==> src/hdl/sar_cfg.svh <==
`ifndef SAR_CFG_SVH
`define SAR_CFG_SVH

// register byte offsets
`define SAR_CTRL_OFS 8'h00
`define SAR_STAT_OFS 8'h04
`define SAR_RSLT_OFS 8'h08

// control fields
`define SAR_CTRL_SW 0
`define SAR_CTRL_MODE_LO 1
`define SAR_CTRL_BIP 3
`define SAR_CTRL_TEN 4
`define SAR_CTRL_RST 32'h0000_0000

// status fields
`define SAR_STAT_BUSY 0
`define SAR_STAT_MODE_LO 1
`define SAR_STAT_BIP 3
`define SAR_STAT_TEN 4
`define SAR_STAT_STALE 5
`define SAR_STAT_ACQ 6

// mode field codes
`define SAR_MF_NORMAL 2'h0
`define SAR_MF_FAST 2'h1
`define SAR_MF_LOWPWR 2'h2

// timing
`define SAR_CLK_MHZ 125
`define SAR_ACQ_NS 250
`define SAR_PER_FAST_NS 1000
`define SAR_PER_NORM_NS 1250
`define SAR_PER_LOWP_NS 1493
`define SAR_STALE_US 1000
`define SAR_NS2CYC(ns) (((ns) * `SAR_CLK_MHZ + 999) / 1000)

`endif

==> src/hdl/sar_pkg.sv <==
`default_nettype none
package sar_pkg;
  typedef enum logic [1:0] {SAR_IDLE, SAR_CONV, SAR_DONE} sar_state_e;
  typedef enum logic [1:0] {SAR_NORMAL, SAR_FAST, SAR_LOWPWR} sar_mode_e;
endpackage : sar_pkg
`default_nettype wire

==> src/hdl/sar_ctrl.sv <==
// The address map and register access over APB were chosen for this implementation.
`timescale 1ns/1ps
`default_nettype none
`include "sar_cfg.svh"

module sar_ctrl
  import sar_pkg::*;
#(
  parameter int BITS = 14,
  parameter int TRIAL_CYC = 4,
  parameter int STALE_CYC = `SAR_STALE_US * `SAR_CLK_MHZ
) (
  input wire logic pclk,
  input wire logic presetn,
  input wire logic psel,
  input wire logic penable,
  input wire logic pwrite,
  input wire logic [7:0] paddr,
  input wire logic [31:0] pwdata,
  output logic [31:0] prdata,
  output logic pready,
  output logic pslverr,
  input wire logic convert_start_n,
  input wire logic mode_fast,
  input wire logic mode_low_power,
  input wire logic range_bipolar,
  input wire logic range_ten,
  input wire logic comp_above,
  output logic busy,
  output logic sample_track,
  output logic [BITS-1:0] dac_code,
  output logic [BITS-1:0] result_code,
  output logic power_down,
  output logic bipolar_sel,
  output logic ten_sel
);

  localparam int ACQ_CYC = `SAR_NS2CYC(`SAR_ACQ_NS);
  localparam int PER_FAST = `SAR_NS2CYC(`SAR_PER_FAST_NS);
  localparam int PER_NORM = `SAR_NS2CYC(`SAR_PER_NORM_NS);
  localparam int PER_LOWP = `SAR_NS2CYC(`SAR_PER_LOWP_NS);
  localparam int IW = $clog2(BITS);

  // -------------------------------------------------------------
  // helpers
  // -------------------------------------------------------------
  // both selects equal, high or low, fall through to normal
  function automatic sar_mode_e mode_of(input logic f, input logic l);
    if (f && !l) begin
      return SAR_FAST;
    end else if (!f && l) begin
      return SAR_LOWPWR;
    end
    return SAR_NORMAL;
  endfunction : mode_of

  function automatic logic [1:0] mode_code(input sar_mode_e m);
    case (m)
      SAR_FAST: mode_code = `SAR_MF_FAST;
      SAR_LOWPWR: mode_code = `SAR_MF_LOWPWR;
      default: mode_code = `SAR_MF_NORMAL;
    endcase
  endfunction : mode_code

  function automatic logic [15:0] min_period(input sar_mode_e m);
    case (m)
      SAR_FAST: min_period = 16'(PER_FAST);
      SAR_LOWPWR: min_period = 16'(PER_LOWP);
      default: min_period = 16'(PER_NORM);
    endcase
  endfunction : min_period

  // -------------------------------------------------------------
  // pin synchronisers
  // -------------------------------------------------------------
  logic [5:0] pin_s1_r;
  logic [5:0] pin_s2_r;
  logic start_d_r;

  always_ff @(posedge pclk or negedge presetn) begin
    if (!presetn) begin
      // idle pin levels, so no false start edge or range blip after reset
      pin_s1_r <= 6'h01;
      pin_s2_r <= 6'h01;
      start_d_r <= 1'b1;
    end else begin
      pin_s1_r <= {comp_above, range_ten, range_bipolar, mode_low_power,
                   mode_fast, convert_start_n};
      pin_s2_r <= pin_s1_r;
      start_d_r <= pin_s2_r[0];
    end
  end

  logic start_fall;
  logic comp_s;
  assign start_fall = start_d_r && !pin_s2_r[0];
  assign comp_s = pin_s2_r[5];

  // -------------------------------------------------------------
  // configuration register
  // -------------------------------------------------------------
  logic [31:0] ctrl_r;
  logic apb_wr;
  logic apb_rd;
  // a write lands on the completion edge, when pready is seen high
  assign apb_wr = psel && penable && pwrite && pready;
  assign apb_rd = psel && penable && !pwrite && !pready;

  always_ff @(posedge pclk or negedge presetn) begin
    if (!presetn) begin
      ctrl_r <= `SAR_CTRL_RST;
    end else if (apb_wr && paddr == `SAR_CTRL_OFS) begin
      ctrl_r <= {27'h0, pwdata[4:0]};
    end
  end

  sar_mode_e req_mode;
  logic req_bip;
  logic req_ten;

  // with the register in charge the mode and range pins are ignored
  always_comb begin
    if (ctrl_r[`SAR_CTRL_SW]) begin
      req_mode = mode_of(ctrl_r[`SAR_CTRL_MODE_LO],
                         ctrl_r[`SAR_CTRL_MODE_LO+1]);
      req_bip = ctrl_r[`SAR_CTRL_BIP];
      req_ten = ctrl_r[`SAR_CTRL_TEN];
    end else begin
      req_mode = mode_of(pin_s2_r[1], pin_s2_r[2]);
      req_bip = pin_s2_r[3];
      req_ten = pin_s2_r[4];
    end
  end

  // -------------------------------------------------------------
  // active configuration and acquisition timer
  // -------------------------------------------------------------
  sar_state_e state_r;
  sar_mode_e mode_r;
  logic [15:0] acq_cnt_r;
  logic acq_done;
  logic cfg_change;
  logic start_ok;
  logic [15:0] per_cnt_r;
  logic [31:0] idle_cnt_r;

  assign acq_done = acq_cnt_r >= 16'(ACQ_CYC);
  assign cfg_change = req_mode != mode_r || req_bip != bipolar_sel
                      || req_ten != ten_sel;
  // a refused start is dropped; the host needs a new falling edge
  assign start_ok = state_r == SAR_IDLE && acq_done && !cfg_change
                    && per_cnt_r >= min_period(mode_r)
                    && start_fall;

  // range/mode switch only while tracking, then a full acquisition
  always_ff @(posedge pclk or negedge presetn) begin
    if (!presetn) begin
      mode_r <= SAR_NORMAL;
      bipolar_sel <= 1'b0;
      ten_sel <= 1'b0;
    end else if (state_r == SAR_IDLE && cfg_change) begin
      mode_r <= req_mode;
      bipolar_sel <= req_bip;
      ten_sel <= req_ten;
    end
  end

  always_ff @(posedge pclk or negedge presetn) begin
    if (!presetn) begin
      acq_cnt_r <= 16'h0000;
    end else if (state_r != SAR_IDLE || cfg_change) begin
      acq_cnt_r <= 16'h0000;
    end else if (!acq_done) begin
      acq_cnt_r <= acq_cnt_r + 16'h0001;
    end
  end

  // cycles since the last accepted start, saturating
  always_ff @(posedge pclk or negedge presetn) begin
    if (!presetn) begin
      per_cnt_r <= 16'hFFFF;
      idle_cnt_r <= 32'hFFFF_FFFF;
    end else if (start_ok) begin
      per_cnt_r <= 16'h0001;
      idle_cnt_r <= 32'h0000_0001;
    end else begin
      if (per_cnt_r != 16'hFFFF) begin
        per_cnt_r <= per_cnt_r + 16'h0001;
      end
      if (idle_cnt_r != 32'hFFFF_FFFF) begin
        idle_cnt_r <= idle_cnt_r + 32'h0000_0001;
      end
    end
  end

  // -------------------------------------------------------------
  // successive approximation sequencer
  // -------------------------------------------------------------
  logic [IW-1:0] bit_idx_r;
  logic [7:0] trial_cnt_r;
  logic stale_r;
  logic trial_end;
  // comparator passes the synchroniser, so a trial needs four cycles
  assign trial_end = trial_cnt_r == 8'(TRIAL_CYC - 1);

  always_ff @(posedge pclk or negedge presetn) begin
    if (!presetn) begin
      state_r <= SAR_IDLE;
      bit_idx_r <= '0;
      trial_cnt_r <= 8'h00;
      dac_code <= '0;
    end else begin
      case (state_r)
        SAR_IDLE: begin
          if (start_ok) begin
            state_r <= SAR_CONV;
            bit_idx_r <= IW'(BITS - 1);
            trial_cnt_r <= 8'h00;
            dac_code <= {1'b1, {(BITS-1){1'b0}}};
          end
        end
        SAR_CONV: begin
          if (!trial_end) begin
            trial_cnt_r <= trial_cnt_r + 8'h01;
          end else begin
            trial_cnt_r <= 8'h00;
            if (!comp_s) begin
              dac_code[bit_idx_r] <= 1'b0;
            end
            if (bit_idx_r == '0) begin
              state_r <= SAR_DONE;
            end else begin
              bit_idx_r <= bit_idx_r - IW'(1);
              dac_code[bit_idx_r - IW'(1)] <= 1'b1;
            end
          end
        end
        default: begin
          state_r <= SAR_IDLE;
        end
      endcase
    end
  end

  // -------------------------------------------------------------
  // result and busy
  // -------------------------------------------------------------
  // result is latched in the done cycle; busy drops with it
  always_ff @(posedge pclk or negedge presetn) begin
    if (!presetn) begin
      result_code <= '0;
      busy <= 1'b0;
    end else if (start_ok) begin
      busy <= 1'b1;
    end else if (state_r == SAR_DONE) begin
      result_code <= dac_code;
      busy <= 1'b0;
    end
  end

  // -------------------------------------------------------------
  // stale marker
  // -------------------------------------------------------------
  // stale marks a fast-mode result after a long gap
  always_ff @(posedge pclk or negedge presetn) begin
    if (!presetn) begin
      stale_r <= 1'b0;
    end else if (start_ok) begin
      stale_r <= mode_r == SAR_FAST
                 && idle_cnt_r > 32'(STALE_CYC);
    end
  end

  // -------------------------------------------------------------
  // sample switch and power down
  // -------------------------------------------------------------
  always_ff @(posedge pclk or negedge presetn) begin
    if (!presetn) begin
      sample_track <= 1'b1;
      power_down <= 1'b0;
    end else begin
      sample_track <= !(start_ok || state_r == SAR_CONV);
      power_down <= state_r == SAR_IDLE && !start_ok
                    && mode_r == SAR_LOWPWR && acq_done;
    end
  end

  // -------------------------------------------------------------
  // apb slave, one wait state
  // -------------------------------------------------------------
  // status shows the active configuration, not the requested one
  logic [31:0] stat_w;
  always_comb begin
    stat_w = 32'h0000_0000;
    stat_w[`SAR_STAT_BUSY] = busy;
    stat_w[`SAR_STAT_MODE_LO +: 2] = mode_code(mode_r);
    stat_w[`SAR_STAT_BIP] = bipolar_sel;
    stat_w[`SAR_STAT_TEN] = ten_sel;
    stat_w[`SAR_STAT_STALE] = stale_r;
    stat_w[`SAR_STAT_ACQ] = acq_done;
  end

  // an unmapped address answers with an error and zero data
  logic mapped;
  assign mapped = paddr == `SAR_CTRL_OFS || paddr == `SAR_STAT_OFS
                  || paddr == `SAR_RSLT_OFS;

  always_ff @(posedge pclk or negedge presetn) begin
    if (!presetn) begin
      pready <= 1'b0;
      pslverr <= 1'b0;
      prdata <= 32'h0000_0000;
    end else begin
      pready <= psel && penable && !pready;
      pslverr <= psel && penable && !pready && !mapped;
      if (apb_rd) begin
        if (paddr == `SAR_CTRL_OFS) begin
          prdata <= ctrl_r;
        end else if (paddr == `SAR_STAT_OFS) begin
          prdata <= stat_w;
        end else if (paddr == `SAR_RSLT_OFS) begin
          prdata <= {{(32-BITS){1'b0}}, result_code};
        end else begin
          prdata <= 32'h0000_0000;
        end
      end
    end
  end

endmodule : sar_ctrl
`default_nettype wire

==> config.mk <==
export PLATFORM = sky130hd
export DESIGN_NAME = sar_ctrl
export DESIGN_NICKNAME = d
export VERILOG_FILES = /design/src/hdl/sar_pkg.sv /design/src/hdl/sar_ctrl.sv
export VERILOG_INCLUDE_DIRS = /design/src /design/src/hdl
export SDC_FILE = /design/constraint.sdc
export NUM_CORES = 1
export LEC_CHECK = 0
export BUFFER_PORTS_ARGS = -buffer_cell sky130_fd_sc_hd__buf_4
export CAP_MARGIN = 20
export CORE_MARGIN = 4
export CORE_UTILIZATION = 52
export CTS_CLUSTER_SIZE = 40
export DETAILED_ROUTE_END_ITERATION = 7
export GPL_ROUTABILITY_DRIVEN = 1
export GPL_TIMING_DRIVEN = 0
export PLACE_DENSITY = 0.77
export SLEW_MARGIN = 20
export SYNTH_ARGS = -nofsm -noshare
export SYNTH_HDL_FRONTEND = slang
export SYNTH_SLANG_ARGS = --single-unit
==> constraint.sdc <==
create_clock -name pclk -period 2.2 [get_ports pclk]
set_input_delay 0.33 -clock pclk [delete_from_list [all_inputs] [get_ports pclk]]
set_output_delay 0.33 -clock pclk [all_outputs]
set_load 0.01 [all_outputs]
==> metrics <==
outcome finished, violations left; failing checks negative setup slack; power share of the combinational group 4.4%; fmax around 420 MHz; M3 GR Usage 4.823%; first-pass GRT wire length 30.48 mm; GRT Util Overall 22.81%; layout cells sized above 1 approximately 33%; M1 GR Usage 31.48%; max cap viols 0; Hold Crit Depth 1; Iteration-0 DRC Markers 531; pwr dens 608.7 mW/mm^2; Syn Area/Cell 9.896 um^2; HPWL after DPL 12.57 mm; worst-skew pair later-pin latency 0.43 ns; Data required, critical path approximately 2.6 ns; Crit-path slowest cell dfrtp_1; final hold vios 0; Hold Crit Class in2reg; crit path max fanout 10; vias per cell between 5 and 6; Nets 961; TritonRoute pass-1 iters 7; Seq pwr share 46.8%; Antenna diodes 0; CP Launch Point mode_r[0]; unrepaired setup endpoints after global routing yes; final setup fails 78; cts bufs inserted 17; fraction of synthesis flops using an asynchronous set or reset pin 100.0%; CP Buf/Inv Count 5; Max Transition Viols Final 0; Crit. path cell count 12; Most used DFF post-synth dfrtp_1; synthesized flop and latch total 148; EDFF count, synth 0; DR WL/cell 17.86 um; Sink Count around 150; htree depth 4; relative slew slack 54.10%; crit path cell chain inv_2 -> ha_4 -> inv_4 -> ha_4 -> a21o_1 -> a211o_1 -> a41oi_4 -> nor4_4 -> buf_12 -> buf_6 -> buf_12 -> nor2_1; Startpoint Class flip-flop; Least-Margin Pin Slew 0.6828 ns; Vert. Die Dim 129.1 um; clk buf depth 2; Die X between 100 and 150 um; Lkg Pwr 0.004115 uW; routing usage on met2 a little over a third; Worst R2R Path Depth 12; Syn-to-layout area delta 27.36%; area of the core 0.01410 mm^2; final worst slack -0.1938 ns; Power Total between 5000 and 6000 uW; total gr overflow 0; WL final 19.36 mm; CP Class reg2reg; VDD IR max 0.8597 mV; clock share of power 48.8%; Netlist Area Pre-Place 0.007620 mm^2; CP top delay family compound AO/OA/AOI/OAI gates; DP Cell Count between 1000 and 1500; Internal between 4000 and 5000 uW; Final Util 68.84%; Final period util 108.8%; Post-DRT Antenna Nets 0; Yosys cell types 57; max incr delay on CP about 0.42 ns; YS warnings 0; initial antenna violation count 0; Worst Hold Launch range_ten; Seq/Total Area, Yosys 49.46%; buffers added on ports 70; Top Usage Layer GRT met2; sw power 1339 uW; CTS tree built; drc violations 0; Worst Path Arrival 2.75 ns; CTS Root Buffer Type clkbuf_16; pin count of the biggest net entering global routing 84; vias in the first global route 6029; switching part of the total 22.66%; routability cong. approximately 0.95; min Tclk post-route 2.394 ns; Finished Layout Cells between 1000 and 1500; Std-Cell Rows 43; DIE AREA 0.01665 mm^2; CP Capture Type flip-flop; Clock Skews 0.008986 ns; origin of the critical flop-to-flop path mode_r[0]; Vias 6472; IO Count around 120; Synth Instances 770; clock transition time at the flip-flop clock pins of the worst setup and hold paths 0.06 ns; Hold WS 0.01816 ns; starting density of the core 54.06%
-- registers in the layout, indices dropped and copies added (netlist names), 2 cells and up --
name,flops
trial_cnt_r,8
idle_cnt_r,32
ctrl_r,5
pin_s1_r,6
prdata,14
acq_cnt_r,16
pin_s2_r,6
bit_idx_r,4
dac_code,14
result_code,14
per_cnt_r,16
state_r,2
mode_r,2
-- routing by layer --
| metal | vias to the layer above | wire length (um) |
|---|---|---|
| met3 | 32 | 1109 |
| met1 | 3197 | 8489 |
| met2 | 214 | 9477 |
| li1 | 3029 | - |
| met4 | 0 | 281 |
| met5 | - | 0 |
-- worst paths after layout --
path                       slack, ns              to
max                            -0.19   idle_cnt_r[3]
min                             0.02     pin_s1_r[4]
max reg2reg                    -0.19   idle_cnt_r[3]
min reg2reg                     0.35     pin_s2_r[4]
max in group asynchronous       0.97  idle_cnt_r[12]
min in group asynchronous       0.47    acq_cnt_r[5]
-- area by class of cell --
cell class | count | area, um^2
well taps | 180 | 225.2
inverters | 24 | 92.59
fillers | 1070 | 4392
clock buffers | 18 | 439.2
multi-input cells | 556 | 3928
plain buffers | 55 | 374.1
repair buffers | 89 | 725.7
flip-flops and latches | 148 | 3770
clock inverters | 14 | 150.1
-- worst reg2reg max path, stage by stage (launching register included) --
cell and delay, ns:
dfrtp_1 0.42, inv_2 0.10, ha_4 0.15, inv_4 0.04, ha_4 0.20, a21o_1 0.17
a211o_1 0.34, a41oi_4 0.30, nor4_4 0.07, buf_12 0.17, buf_6 0.13, buf_12 0.14
nor2_1 0.11
-- power groups by stage --
stage / sequential [uW] / combinational, uW / clock (uW)
floorplan: 2810 / 103 / 0
global placement: 2810 / 208 / 0
detailed placement: 2810 / 220 / 0
CTS: 2760 / 243 / 2920
global route: 2770 / 290 / 3030
finish: 2770 / 260 / 2880
-- synthesized netlist by cell type, types with 3 or more instances --
cell type	instances	area (um^2)
xnor2_1	32	280.3
nor2b_1	4	25.02
o21a_1	3	22.52
dfrtp_1	96	2402
a21o_1	3	22.52
xor2_1	8	70.07
nand2b_1	10	62.56
a211oi_1	9	67.56
ha_1	19	237.7
or2_2	3	18.77
nand2_1	60	225.2
o21ai_0	49	245.2
buf_4	19	142.6
nor4_1	20	125.1
a22o_1	7	61.31
nand3_1	27	135.1
a2111oi_0	4	35.03
inv_1	24	90.09
a31oi_1	11	68.82
nand4_1	19	118.9
or4_1	7	52.55
nor3b_1	3	22.52
o31ai_1	13	97.59
o22ai_1	3	18.77
and4_1	8	70.07
mux2_2	18	202.7
nor2_1	55	206.5
clkbuf_1	35	131.4
nor3_1	20	100.1
or3_1	10	62.56
o41ai_1	9	78.83
a21oi_1	33	165.2
mux2i_1	10	100.1
and3_1	19	118.9
nand3b_1	3	22.52
buf_2	4	20.02
dfstp_2	52	1366
o211ai_1	3	22.52
a22oi_1	12	90.09
-- placed cells by master, fill, tap and decap left out, types with 13 or more instances in the layout --
cell         n
dfstp_2     52
nor4_1      14
o21ai_0     33
and3_1      19
clkbuf_16   17
inv_1       21
a21oi_2     13
clkbuf_1    21
xnor2_1     32
nor3_1      18
nand2_1     60
dfrtp_1     95
mux2_2      18
buf_4      101
conb_1      18
nand3_1     26
nor2_1      43
nand4_1     19
a21oi_1     20
-- kinds of logic after synthesis --
logic type / count (synthesis) / share of synthesized area, %
buffers and inverters: 83 / 5.090
other: 1 / 0.04921
muxes: 28 / 3.974
AOI/OAI and AO/OA: 174 / 14.79
adders and majority gates: 19 / 3.120
DFF: 148 / 49.46
xor gates and xnor gates: 40 / 4.598
and+or+nand+nor: 277 / 18.92
-- per-stage QoR --
| step | TNS, ns | worst slack (ns) | cell area [um^2] |
|---|---|---|---|
| 2_1_floorplan | -0.2691 | -0.1247 | 7694 |
| 3_3_place_gp | -44.76 | -0.7378 | 8444 |
| 3_5_place_dp | -52.85 | -0.8686 | 8479 |
| 4_1_cts | -5.789 | -0.2108 | 9395 |
| 5_1_grt | -15.65 | -0.2786 | 9704 |
| 6_report | -9.371 | -0.1938 | 9704 |
-- what timing repair did --
action                                  CTS  global route
pin swaps                                10            13
endpoints found under the setup margin   80            80
hold buffers                              3             1
endpoints found under the hold margin    77             1
gates resized for setup                  59            78
gates cloned                              0             1
setup buffers                             8             9
(Power assumes the default switching activity.)
